**config.mk**
```make
export PLATFORM = sky130hd
export DESIGN_NAME = otp_top
export DESIGN_NICKNAME = d
export VERILOG_FILES = /design/src/hw/otp_pkg.sv /design/src/hw/otp_top.sv /design/src/hw/otp_sync3.sv /design/src/hw/otp_hist.sv
export VERILOG_INCLUDE_DIRS = /design/src /design/src/hw
export SDC_FILE = /design/constraint.sdc
export NUM_CORES = 1
export LEC_CHECK = 0
export ABC_AREA = 1
export BUFFER_PORTS_ARGS = -buffer_cell sky130_fd_sc_hd__buf_2
export CAP_MARGIN = 25
export CORE_MARGIN = 1
export CORE_UTILIZATION = 40
export CTS_BUF_LIST = sky130_fd_sc_hd__clkbuf_8
export CTS_CLUSTER_DIAMETER = 40
export DETAILED_ROUTE_END_ITERATION = 7
export GPL_ROUTABILITY_DRIVEN = 0
export SLEW_MARGIN = 20
export SYNTH_ARGS = -nofsm -noshare
export SYNTH_HDL_FRONTEND = slang
export SYNTH_SLANG_ARGS = --single-unit
export TNS_END_PERCENT = 20
```
**constraint.sdc**
```tcl
create_clock -name REF_CLK -period 6.1 [get_ports REF_CLK]
set_input_delay 0.61 -clock REF_CLK [delete_from_list [all_inputs] [get_ports REF_CLK]]
set_output_delay 0.61 -clock REF_CLK [all_outputs]
set_load 0.005 [all_outputs]
```
**src/hw/otp_cfg.svh**
```systemverilog
// Timing, sizing and offset constants for the termination transition block
`ifndef OTP_CFG_SVH
`define OTP_CFG_SVH

// Reference clock period, 40 MHz
`define OTP_TCK_PS        25000

// Field widths and history depth
`define OTP_WL_W          4
`define OTP_CNT_W         8
`define OTP_AGE_W         5
`define OTP_HIST_DEPTH    13

// Latency offsets applied to write latency
`define OTP_LEAD_OFS      1
`define OTP_SYNC_OFS      2

// Interval figures in their own units
`define OTP_CPDED_NCK     1
`define OTP_RFC_PS        160000
`define OTP_XPDLL_PS      24000
`define OTP_ASYNC_MIN_PS  2000
`define OTP_ASYNC_MAX_PS  8500
`define OTP_SKEW_MIN_PS   0
`define OTP_SKEW_MAX_PS   400

// Conversion to cycles: least times round up, longest times round down
`define OTP_CEIL_CYC(t)   (((t) + `OTP_TCK_PS - 1) / `OTP_TCK_PS)
`define OTP_FLOOR_CYC(t)  ((t) / `OTP_TCK_PS)
`define OTP_AT_LEAST1(c)  (((c) < 1) ? 1 : (c))

`define OTP_CPDED_CYC     `OTP_AT_LEAST1(`OTP_CPDED_NCK)
`define OTP_RFC_CYC       `OTP_AT_LEAST1(`OTP_CEIL_CYC(`OTP_RFC_PS))
`define OTP_XPDLL_CYC     `OTP_AT_LEAST1(`OTP_CEIL_CYC(`OTP_XPDLL_PS))
`define OTP_ASYNC_MIN_CYC `OTP_AT_LEAST1(`OTP_CEIL_CYC(`OTP_ASYNC_MIN_PS))
`define OTP_ASYNC_MAX_CYC `OTP_AT_LEAST1(`OTP_FLOOR_CYC(`OTP_ASYNC_MAX_PS))
`define OTP_SKEW_MAX_CYC  `OTP_FLOOR_CYC(`OTP_SKEW_MAX_PS)

`endif

```
**src/hw/otp_pkg.sv**
```systemverilog
// Shared types for the termination transition block
`include "otp_cfg.svh"

package otp_pkg;

  typedef logic [`OTP_WL_W-1:0]  otp_wl_t;
  typedef logic [`OTP_CNT_W-1:0] otp_cnt_t;
  typedef logic [`OTP_AGE_W-1:0] otp_age_t;

  // Termination response mode, Gray coded along SYNC, ASYNC, RETURN
  typedef enum logic [1:0] {
    OTP_SYNC   = 2'h0,
    OTP_ASYNC  = 2'h1,
    OTP_RETURN = 2'h3
  } otp_mode_t;

  // One history entry: sampled termination input and its window tags
  typedef struct packed {
    logic odt;
    logic entry;
    logic exit_w;
  } otp_ent_t;

  typedef otp_ent_t [`OTP_HIST_DEPTH-1:0] otp_line_t;

  typedef struct packed {
    otp_line_t line;
  } otp_hist_t;

  typedef struct packed {
    logic s1;
    logic s2;
    logic s3;
    logic lvl;
  } otp_sync_t;

  typedef struct packed {
    logic      cke_prev;
    logic      odt_prev;
    otp_mode_t mode;
    otp_cnt_t  ref_rem;
    otp_cnt_t  entry_rem;
    otp_cnt_t  exit_rem;
    otp_age_t  age_on;
    otp_age_t  age_off;
    logic      term;
    logic      async_o;
    logic      pd;
    logic      entry_win;
    logic      exit_win;
    logic      trans_win;
  } otp_top_t;

endpackage

```
**src/hw/otp_top.sv**
```systemverilog
// Termination mode transition tracker around power-down entry and exit
`include "otp_cfg.svh"

// Behaviour
// - Windows only while DLL frozen in power-down
// - Entry lead interval is write latency minus one
// - Entry window spans lead to command-delay end
// - Running refresh extends entry window to later end
// - Lead start excluded, window end cycle included
// - Turn-on within min and max of both paths
// - Turn-off within min and max of both paths
// - Exit window: lead before high, relock after
// - Exit lead interval is write latency minus one
// - Overlap: entry start through exit end
// - Overlap: exit start through entry end
// - Changes before lead use synchronous timing
// - Asynchronous path ignores additive latency
module otp_top (
  // Clock and reset
  input  wire logic             REF_CLK,
  input  wire logic             RST,
  // Controller pins
  input  wire logic             CKE,
  input  wire logic             TERMINATION_CONTROL_INPUT,
  // Command decode and mode register zero
  input  wire logic             REFRESH_CMD,
  input  wire logic             DLL_FREEZE_SELECT_BIT,
  input  wire otp_pkg::otp_wl_t WRITE_LATENCY,
  // Termination state
  output logic                  TERM_ON,
  output logic                  TERM_ASYNC,
  output logic                  PD_ACTIVE,
  // Window flags, aligned with the synchronous response
  output logic                  ENTRY_WINDOW,
  output logic                  EXIT_WINDOW,
  output logic                  TRANSITION_WINDOW
);

  ////////////////////////////////////////////////////////////////////////////
  // Helpers

  function automatic otp_pkg::otp_wl_t otp_sync_depth(
    input otp_pkg::otp_wl_t wl
  );
    otp_pkg::otp_wl_t d;
    d = wl - otp_pkg::otp_wl_t'(`OTP_SYNC_OFS);
    if (wl <= otp_pkg::otp_wl_t'(`OTP_SYNC_OFS + 1)) begin
      d = otp_pkg::otp_wl_t'(1);
    end else if (d > otp_pkg::otp_wl_t'(`OTP_HIST_DEPTH)) begin
      d = otp_pkg::otp_wl_t'(`OTP_HIST_DEPTH);
    end
    return d;
  endfunction

  function automatic otp_pkg::otp_cnt_t otp_max_cnt(
    input otp_pkg::otp_cnt_t a,
    input otp_pkg::otp_cnt_t b
  );
    return (a > b) ? a : b;
  endfunction

  ////////////////////////////////////////////////////////////////////////////
  // Pin synchronisers

  logic [1:0] pins;
  logic [1:0] lvls;
  logic       cke_s;
  logic       odt_s;

  assign pins = {TERMINATION_CONTROL_INPUT, CKE};

  for (genvar g = 0; g < 2; g++) begin : g_sync
    otp_sync3 u_sync (
      .clk (REF_CLK),
      .rst (RST),
      .pin (pins[g]),
      .lvl (lvls[g])
    );
  end

  assign cke_s = lvls[0];
  assign odt_s = lvls[1];

  ////////////////////////////////////////////////////////////////////////////
  // Edge detection and window history

  otp_pkg::otp_top_t st_q;
  otp_pkg::otp_top_t st_d;
  otp_pkg::otp_ent_t hist_in;
  otp_pkg::otp_ent_t hist_out;
  otp_pkg::otp_wl_t  depth;
  otp_pkg::otp_age_t on_max;
  otp_pkg::otp_age_t off_max;
  logic              frozen;
  logic              fall;
  logic              rise;

  assign frozen = ~DLL_FREEZE_SELECT_BIT;
  assign fall   = frozen & st_q.cke_prev & ~cke_s;
  assign rise   = frozen & ~st_q.cke_prev & cke_s;

  // Tap depth equals synchronous latency; lead start is one beyond it
  assign depth = otp_sync_depth(WRITE_LATENCY);

  always_comb begin
    hist_in.odt    = odt_s;
    hist_in.entry  = fall | (st_q.entry_rem != '0);
    hist_in.exit_w = rise | (st_q.exit_rem != '0);
  end

  otp_hist u_hist (
    .clk        (REF_CLK),
    .rst        (RST),
    .din        (hist_in),
    .mark_entry (fall),
    .mark_exit  (rise),
    .tap        (depth),
    .dout       (hist_out)
  );

  // Latest legal response of either path, in cycles after the edge
  assign on_max = otp_pkg::otp_age_t'(otp_max_cnt(
    otp_pkg::otp_cnt_t'(`OTP_ASYNC_MAX_CYC),
    otp_pkg::otp_cnt_t'(depth) +
    otp_pkg::otp_cnt_t'(1 + `OTP_SKEW_MAX_CYC)));
  assign off_max = on_max;

  ////////////////////////////////////////////////////////////////////////////
  // State update

  always_comb begin
    st_d          = st_q;
    st_d.cke_prev = cke_s;
    st_d.odt_prev = odt_s;

    // Refresh in progress, counted to its end
    if (REFRESH_CMD) begin
      st_d.ref_rem = otp_pkg::otp_cnt_t'(`OTP_RFC_CYC - 1);
    end else if (st_q.ref_rem != '0) begin
      st_d.ref_rem = st_q.ref_rem - 1'b1;
    end

    // Entry window tail: later of command delay and refresh end
    if (fall) begin
      st_d.entry_rem = otp_max_cnt(st_q.ref_rem,
        otp_pkg::otp_cnt_t'(`OTP_CPDED_CYC));
    end else if (st_q.entry_rem != '0) begin
      st_d.entry_rem = st_q.entry_rem - 1'b1;
    end

    // Exit window tail: relock time after first high
    if (rise) begin
      st_d.exit_rem = otp_pkg::otp_cnt_t'(`OTP_XPDLL_CYC);
    end else if (st_q.exit_rem != '0) begin
      st_d.exit_rem = st_q.exit_rem - 1'b1;
    end

    // Response mode
    case (st_q.mode)
      otp_pkg::OTP_SYNC: begin
        if (frozen && !cke_s) begin
          st_d.mode = otp_pkg::OTP_ASYNC;
        end
      end
      otp_pkg::OTP_ASYNC: begin
        if (!frozen) begin
          st_d.mode = otp_pkg::OTP_SYNC;
        end else if (cke_s) begin
          st_d.mode = otp_pkg::OTP_RETURN;
        end
      end
      otp_pkg::OTP_RETURN: begin
        // Hand back after relock once the pipeline matches, so no glitch, or at once when the DLL is not frozen
        if (frozen && !cke_s) begin
          st_d.mode = otp_pkg::OTP_ASYNC;
        end else if (!frozen ||
                     (st_q.exit_rem == '0 && hist_out.odt == odt_s)) begin
          st_d.mode = otp_pkg::OTP_SYNC;
        end
      end
      default: begin
        st_d.mode = otp_pkg::OTP_SYNC;
      end
    endcase

    // Synchronous path from the delay line, asynchronous from the pin
    if (st_d.mode == otp_pkg::OTP_SYNC) begin
      st_d.term = hist_out.odt;
    end else begin
      st_d.term = odt_s;
    end

    st_d.async_o   = (st_d.mode != otp_pkg::OTP_SYNC);
    st_d.pd        = ~cke_s;
    st_d.entry_win = hist_out.entry;
    st_d.exit_win  = hist_out.exit_w;
    // Union keeps overlapping windows as one span
    st_d.trans_win = hist_out.entry | hist_out.exit_w;

    // Cycles since the last edge of each direction
    if (odt_s && !st_q.odt_prev) begin
      st_d.age_on = otp_pkg::otp_age_t'(1);
    end else if (st_q.age_on != '1) begin
      st_d.age_on = st_q.age_on + 1'b1;
    end
    if (!odt_s && st_q.odt_prev) begin
      st_d.age_off = otp_pkg::otp_age_t'(1);
    end else if (st_q.age_off != '1) begin
      st_d.age_off = st_q.age_off + 1'b1;
    end
  end

  always_ff @(posedge REF_CLK) begin
    if (RST) begin
      st_q <= '0;
    end else begin
      st_q <= st_d;
    end
  end

  assign TERM_ON           = st_q.term;
  assign TERM_ASYNC        = st_q.async_o;
  assign PD_ACTIVE         = st_q.pd;
  assign ENTRY_WINDOW      = st_q.entry_win;
  assign EXIT_WINDOW       = st_q.exit_win;
  assign TRANSITION_WINDOW = st_q.trans_win;
endmodule

```
**src/hw/otp_sync3.sv**
```systemverilog
// Three-stage pin synchroniser that accepts a level once stages agree
module otp_sync3 (
  // Clock and reset
  input  wire logic clk,
  input  wire logic rst,
  // Raw pin and accepted level
  input  wire logic pin,
  output logic      lvl
);

  otp_pkg::otp_sync_t st_q;
  otp_pkg::otp_sync_t st_d;

  always_comb begin
    st_d    = st_q;
    st_d.s1 = pin;
    st_d.s2 = st_q.s1;
    st_d.s3 = st_q.s2;
    // First stage is read only by the second
    if (st_q.s2 == st_q.s3) begin
      st_d.lvl = st_q.s3;
    end
  end

  always_ff @(posedge clk) begin
    if (rst) begin
      st_q <= '0;
    end else begin
      st_q <= st_d;
    end
  end

  assign lvl = st_q.lvl;

endmodule

```
**src/hw/otp_hist.sv**
```systemverilog
// Delay line of termination samples with retroactive window tagging
`include "otp_cfg.svh"

module otp_hist (
  // Clock and reset
  input  wire logic              clk,
  input  wire logic              rst,
  // New sample and tag-all strobes
  input  wire otp_pkg::otp_ent_t din,
  input  wire logic              mark_entry,
  input  wire logic              mark_exit,
  // Tap selection, 1 to depth
  input  wire otp_pkg::otp_wl_t  tap,
  output otp_pkg::otp_ent_t      dout
);

  otp_pkg::otp_hist_t st_q;
  otp_pkg::otp_hist_t st_d;

  always_comb begin
    st_d = st_q;
    for (int i = `OTP_HIST_DEPTH - 1; i > 0; i--) begin
      st_d.line[i] = st_q.line[i-1];
    end
    st_d.line[0] = din;
    // Samples already in flight fall inside the window just opened
    for (int i = 0; i < `OTP_HIST_DEPTH; i++) begin
      if (mark_entry) begin
        st_d.line[i].entry = 1'b1;
      end
      if (mark_exit) begin
        st_d.line[i].exit_w = 1'b1;
      end
    end
  end

  always_comb begin
    dout        = st_q.line[tap - 1'b1];
    dout.entry  = dout.entry | mark_entry;
    dout.exit_w = dout.exit_w | mark_exit;
  end

  always_ff @(posedge clk) begin
    if (rst) begin
      st_q <= '0;
    end else begin
      st_q <= st_d;
    end
  end

endmodule

```
# Yosys cells after proc, flatten, opt, wreduce, memory -nomap -nowiden
# Cells that the tools add are included.
dict set report totals {
  ff_bits 80
  input_bits 10
  out_inout_bits 6
  wordCells 146
}
dict set report op_classes {
  add_sub_neg 5
  magnitude_cmp 4
  eq_ne 5
  mux 44
  n_bitwise 12
  reduce_logical 16
}
# op count
set op_table {}
lappend op_table {{$mux 1} 29}
lappend op_table {{$mux 8} 3}
lappend op_table {{$reduce_bool 8->1} 3}
lappend op_table {{$sub 8x1->8 const B} 3}
lappend op_table {{$bmux 3 s4} 1}
lappend op_table {{$mux 2} 5}
lappend op_table {{$mux 3} 3}
lappend op_table {{$gt 8x1->1 const B} 1}
lappend op_table {{$logic_not 8->1} 1}
lappend op_table {{$mux 4} 2}
lappend op_table {{$reduce_bool 2->1} 4}
lappend op_table {{$pmux 2 s3} 1}
lappend op_table {{$lt 4x5->1 const B} 1}
lappend op_table {{$or 1x1->1} 5}
lappend op_table {{$and 1x1->1} 4}
lappend op_table {{$gt 4x4->1 const B} 1}
lappend op_table {{$le 4x2->1 const B} 1}
lappend op_table {{$logic_not 2->1} 2}
lappend op_table {{$reduce_or 2->1} 2}
lappend op_table {{$sub 4x1->4 const B} 1}
lappend op_table {{$sub 4x2->4 const B} 1}
lappend op_table {{$eq 1x1->1} 3}
lappend op_table {{$not 1->1} 3}
lappend op_table {{$eq 2x1->1 const B} 1}
lappend op_table {{4 further kinds} 5}

# Logic depth before layout (Yosys ltp)
dict set report logic_depth {
  word_depth 15
  mapped_depth 22
  ltp_nobuf 22
}

# Hierarchy
# Synthesis repeated with hierarchy kept, for this count alone.
dict set report unflattened {
  cells_unflattened 489
  hier_area_um2 3583.4
}
# mod n_inst cells_each area_each_um2 seq_area_each_um2
set modules_own_cells {}
lappend modules_own_cells {otp_top 1 239 1731.7 660.6}
lappend modules_own_cells {otp_hist 1 224 1609.0 780.7}
lappend modules_own_cells {otp_sync3 2 13 121.4 80.1}

# Worst setup path before layout
# No wires, ideal clock.
dict set report synth_path {
  path_kind {input-to-reg}
  from {input WRITE_LATENCY[1]}
  to {register st_q, in the netlist TERM_ON}
  setup_ns 0.115
  t_arrival_ns 2.833
  required_time_ns 5.985
  setup_slack_ns 3.152
  cell_stages 19
  path_buffers 1
  cell_sequence {inv_1 > ha_1 > nor2_1 > nand3_4 > nand2_4 > inv_2 > ha_1 > clkbuf_1 > nand3_1 > nand3_1 > nand2_1 > nand3_1 > nand3_2 > nand2_1 > nand2_1 > nand2_1 > nand2_2 > a21oi_1 > nor2_1}
}
dict set report synth_via {
  elab_chain_len 15
  word_cells_on_any_way 16
  classes_between {add/sub: 2; order compare: 2; eq/ne: 1; mux: 8; reduce/logical: 3}
}
# element line
set synth_lines {}
lappend synth_lines {{start: declaration} otp_top.sv:28} ;# input wire otp_pkg::otp_wl_t WRITE_LATENCY,
lappend synth_lines {{$sub 4x2->4} otp_top.sv:46} ;# d = wl - otp_pkg::otp_wl_t'(`OTP_SYNC_OFS);
lappend synth_lines {{$gt 4x4->1} otp_top.sv:49} ;# end else if (d > otp_pkg::otp_wl_t'(`OTP_HIST_DEPTH)) begin
lappend synth_lines {{$mux 4} otp_top.sv:49}
lappend synth_lines {{$mux 4 (*)} otp_top.sv:47} ;# if (wl <= otp_pkg::otp_wl_t'(`OTP_SYNC_OFS + 1)) begin
lappend synth_lines {{$sub 4x1->4 (*)} otp_hist.sv:38} ;# dout = st_q.line[tap - 1'b1];
lappend synth_lines {{$bmux 3 s4 (*)} otp_hist.sv:38}
lappend synth_lines {{$mux 3 (not written as such) (*)} otp_hist.sv:38}
lappend synth_lines {{$eq 1x1->1} otp_top.sv:177} ;# (st_q.exit_rem == '0 && hist_out.odt == odt_s)) begin
lappend synth_lines {{$logic_and 1x1->1} otp_top.sv:177}
lappend synth_lines {{$logic_or 1x1->1} otp_top.sv:176} ;# end else if (!frozen ||
lappend synth_lines {{$mux 2} otp_top.sv:176}
lappend synth_lines {{$mux 2} otp_top.sv:174} ;# if (frozen && !cke_s) begin
lappend synth_lines {{$pmux 2 s3} otp_top.sv:159} ;# case (st_q.mode)
lappend synth_lines {{$logic_not 2->1} otp_top.sv:187} ;# if (st_d.mode == otp_pkg::OTP_SYNC) begin
lappend synth_lines {{$mux 1 (*)} otp_top.sv:187}
lappend synth_lines {{end signal: assignment} otp_top.sv:217} ;# st_q <= st_d;
lappend synth_lines {{end: declaration} otp_top.sv:87} ;# otp_pkg::otp_top_t st_q;
# Mark *: on every way between the ends. The rest lies on a longest branch, timed or not. The select of a mux whose other input is x is not followed.
# A chain may end at the register's enable or synchronous reset.

# Worst setup path after layout
# Ends and elaborated chain as after synthesis.

==> key figures <==
Power and ir drop
  • Sw frac: 32.98%
  • P_leak: 0.001614 µW
  • Sequential cell fraction of total power: 44.4%
  • Logic gate share of total power: 26.8%
  • Clock share of power: 28.8%
  • Int Pwr: 953.4 µW
  • Tot Pwr: 1423 µW
  • Pwr Density: 375.0 mW/mm²
  • VDD IR-drop max: 195.9 µV
  • NetSw: 469.2 µW

Drt
  • DR iter-0 viols: 85
  • DR vias/cell: 4.715
  • Drc violations: 0
  • First-pass iteration count of the detailed router: 4
  • DR vias: 2730
  • WL/cell: 10.99 µm
  • WL final: 6363 µm
  • ANT nets after route: 0

Finish
  • Nets: 485
  • Share of cells above drive strength 1: 11.18%
  • Filler cell count: 859
  • Ant diodes: 0
  • Layout overhead on the synthesized area: 11.88%
  • Non-Filler Instances: 579
  • Seq. cell area: 0.001602 mm²
  • Multi-input logic area: 0.001468 mm²

Run
  • Max cap viols: 0

Hold path
  • Hold Path Class: flip-flop to flip-flop
  • Min-Delay Path Depth: 2

Timing
  • Max-slew violations: 0
  • Slew HR: 47.34%
  • Hold Worst Slack: 0.4086 ns
  • Final setup violation count: 0
  • RSZ-0062 raised after global routing: no
  • Maximum clock rate: 304.9 MHz
  • Fin Setup TNS: 0 ns
  • Final min period: 3.280 ns
  • Final Hold Fails: 0
  • Period utilization: 53.78%
  • Worst slew pin tran: 0.7839 ns
  • Setup ws final: 2.820 ns
  • Worst Skew: 0.009794 ns

Placed design
  • Port-buffer cells: 15
  • Placed insts: 562
  • Setup WS pre-CTS: 2.453 ns
  • HPWL Detailed: 4513 µm

Clocking
  • CTS resizes: 0
  • Clk slew on worst S/H paths: 0.08 ns
  • Hold Buf Count CTS: 0
  • Clock insertion delay at the later pin of the skew report: 0.35 ns
  • H-tree Lvls: 3
  • Max clock buf depth: 2
  • CTS tree: built
  • CTS Buf Count: 9
  • TritonCTS Sinks: 80
  • Root buf cell: clkbuf_8
  • Postcts setup bufs: 0

Die
  • Core Rows: 33
  • Initial Util: 41.27%
  • IO Pins: 16
  • Die Y: 94.07 µm
  • Core box area: 0.008217 mm²
  • Die width: 94.07 µm
  • Die area: 0.008849 mm²

Critical path
  • R2R cell count: 7
  • Req. time, crit path: 6.35 ns
  • Max FO, Critical Path: 26
  • RR Startpoint: g_sync[0].u_sync.lvl
  • Kind of critical path: input pin to flip-flop
  • Crit end category: flip-flop
  • Arr. time, crit path: 3.53 ns
  • R2R Setup Slk: 3.59 ns
  • Setup crit start kind: input pin
  • Worst r2r dst: st_q[29]
  • CP Capture Point: TERM_ON
  • CP startpoint: WRITE_LATENCY[1]

Synthesis
  • Post-synthesis sequential area ratio: 47.23%
  • Post-synthesis cell count: 453
  • Number of synthesized register bits: 80
  • Area fraction of the dominant cell type after synthesis: 47.23%
  • Syn Area/Cell: 7.485 µm²
  • Netlist cell types: 31
  • Top cells by area, synth: dfxtp_1, nor2_1, inv_1
  • Synth Net Count: 469
  • Commonest register cell after synthesis: dfxtp_1
  • Most common cell in the netlist: nor2_1
  • Post-synth EDFFs: 0
  • Post-synthesis instance area: 0.003391 mm²
  • Ys async rst share: 0%
  • Synthesis Warnings: 0
  • Synth top cells by count: nor2_1, dfxtp_1, inv_1
  • Synth area leader: dfxtp_1

GRT
  • Maximum number of pins on one net before global-route repair: 59
  • First-pass GRT wire length: 10720 µm
  • GRT Util Overall: 15.62%
  • Number of global-route vias before repair: 2480
  • GRT overflow: 0
  • Initial antenna violation count: 0

Run status
  • Status: complete, no violations
-- registers in the layout, indices dropped and copies added, names as in the netlist --
register            cells
g_sync.u_sync.lvl       2
TRANSITION_WINDOW       1
st_q                   27
g_sync.u_sync.st_q      2
PD_ACTIVE               1
g_sync.u_sync.st_d      4
u_hist.st_q            27
TERM_ON                 1
u_hist.st_d            12
ENTRY_WINDOW            1
TERM_ASYNC              1
EXIT_WINDOW             1
-- cells by family after synthesis --
family,count (synthesis),share of synthesized area [%]
AOI/OAI and AO/OA,75,11.70
xor gates and xnor gates,11,3.395
adders and majority gates,6,2.214
buffers and inverters,85,9.483
DFF,80,47.23
and+or+nand+nor,196,25.98
-- power groups by stage --
| stage | combinational [µW] | clock, µW | sequential [µW] |
|---|---|---|---|
| final | 382 | 409 | 632 |
| after global placement | 374 | 0 | 643 |
| after floorplan | 313 | 0 | 635 |
| after detailed placement | 381 | 0 | 643 |
| after CTS | 384 | 422 | 631 |
| after global routing | 441 | 444 | 639 |
-- layout make-up --
cell class / instances / area share [%]
multi-input cells: 288 / 38.69
flip-flops and latches: 80 / 42.22
clock inverters: 6 / 1.979
clock buffers: 10 / 3.628
repair buffers: 16 / 2.704
inverters: 74 / 7.322
well taps: 105 / 3.463
-- routing by layer --
layer  up-vias  wire length (µm)  global-route usage (%)
li1       1464                 -                       -
met1      1226              3154                   18.98
met2        31              2891                   26.09
met3         9               208                   4.693
met4         0               109                   5.385
met5         -                 0                       0
-- worst max-delay path: stages --
cell and delay [ns]:
buf_2 0.10, inv_1 0.06, ha_1 0.34, nor2_1 0.18
nand3_4 0.15, nand2_4 0.23, inv_2 0.14, ha_1 0.55
inv_1 0.23, nand3_1 0.13, nand3_1 0.08, nand2_1 0.10
nand2_1 0.07, nand2_1 0.08, nand3_2 0.07, nand2_1 0.06
nand2_1 0.04, nand2_1 0.06, nand2_2 0.06, a21oi_1 0.12
nor2_1 0.06
-- through the flow --
step	util, %	cell area [µm²]
final	46.17	3794
after global routing	46.17	3794
after CTS	45.84	3766
after detailed placement	43.25	3553
after global placement	43.25	3553
after floorplan	-	3391
-- how the worst min path moves through the flow --
| stage | from | end | slack [ns] |
|---|---|---|---|
| floorplan | g_sync[0].u_sync.st_d[2] | g_sync[0].u_sync.st_d[1] | 0.39 |
| global placement | g_sync[0].u_sync.st_d[2] | g_sync[0].u_sync.st_d[1] | 0.39 |
| detailed placement | g_sync[1].u_sync.st_d[2] | g_sync[1].u_sync.st_d[1] | 0.40 |
| CTS | g_sync[1].u_sync.st_d[2] | g_sync[1].u_sync.st_d[1] | 0.41 |
| global route | g_sync[1].u_sync.st_d[2] | g_sync[1].u_sync.st_d[1] | 0.42 |
| finish | g_sync[1].u_sync.st_d[2] | g_sync[1].u_sync.st_d[1] | 0.41 |
-- placed cells by master, fill, tap and decap left out --
cell type,instances
a211oi_1,1
a21oi_1,41
a21oi_2,1
a31oi_1,3
buf_16,1
buf_2,15
bufinv_16,1
clkbuf_8,10
clkinv_4,1
clkinvlp_4,1
dfxtp_1,80
ha_1,6
inv_1,70
inv_2,4
inv_6,2
inv_8,1
nand2_1,51
nand2_2,3
nand2_4,2
nand3_1,32
nand3_2,1
nand3_4,1
nor2_1,87
nor2_4,4
nor3_1,8
nor3_2,1
o2111ai_1,1
o21ai_0,24
o22ai_1,2
o31ai_1,2
or2_2,3
or3_1,2
or4_1,1
xnor2_1,8
xor2_1,2
xor2_4,1
Power figures use the tool's default switching activity.
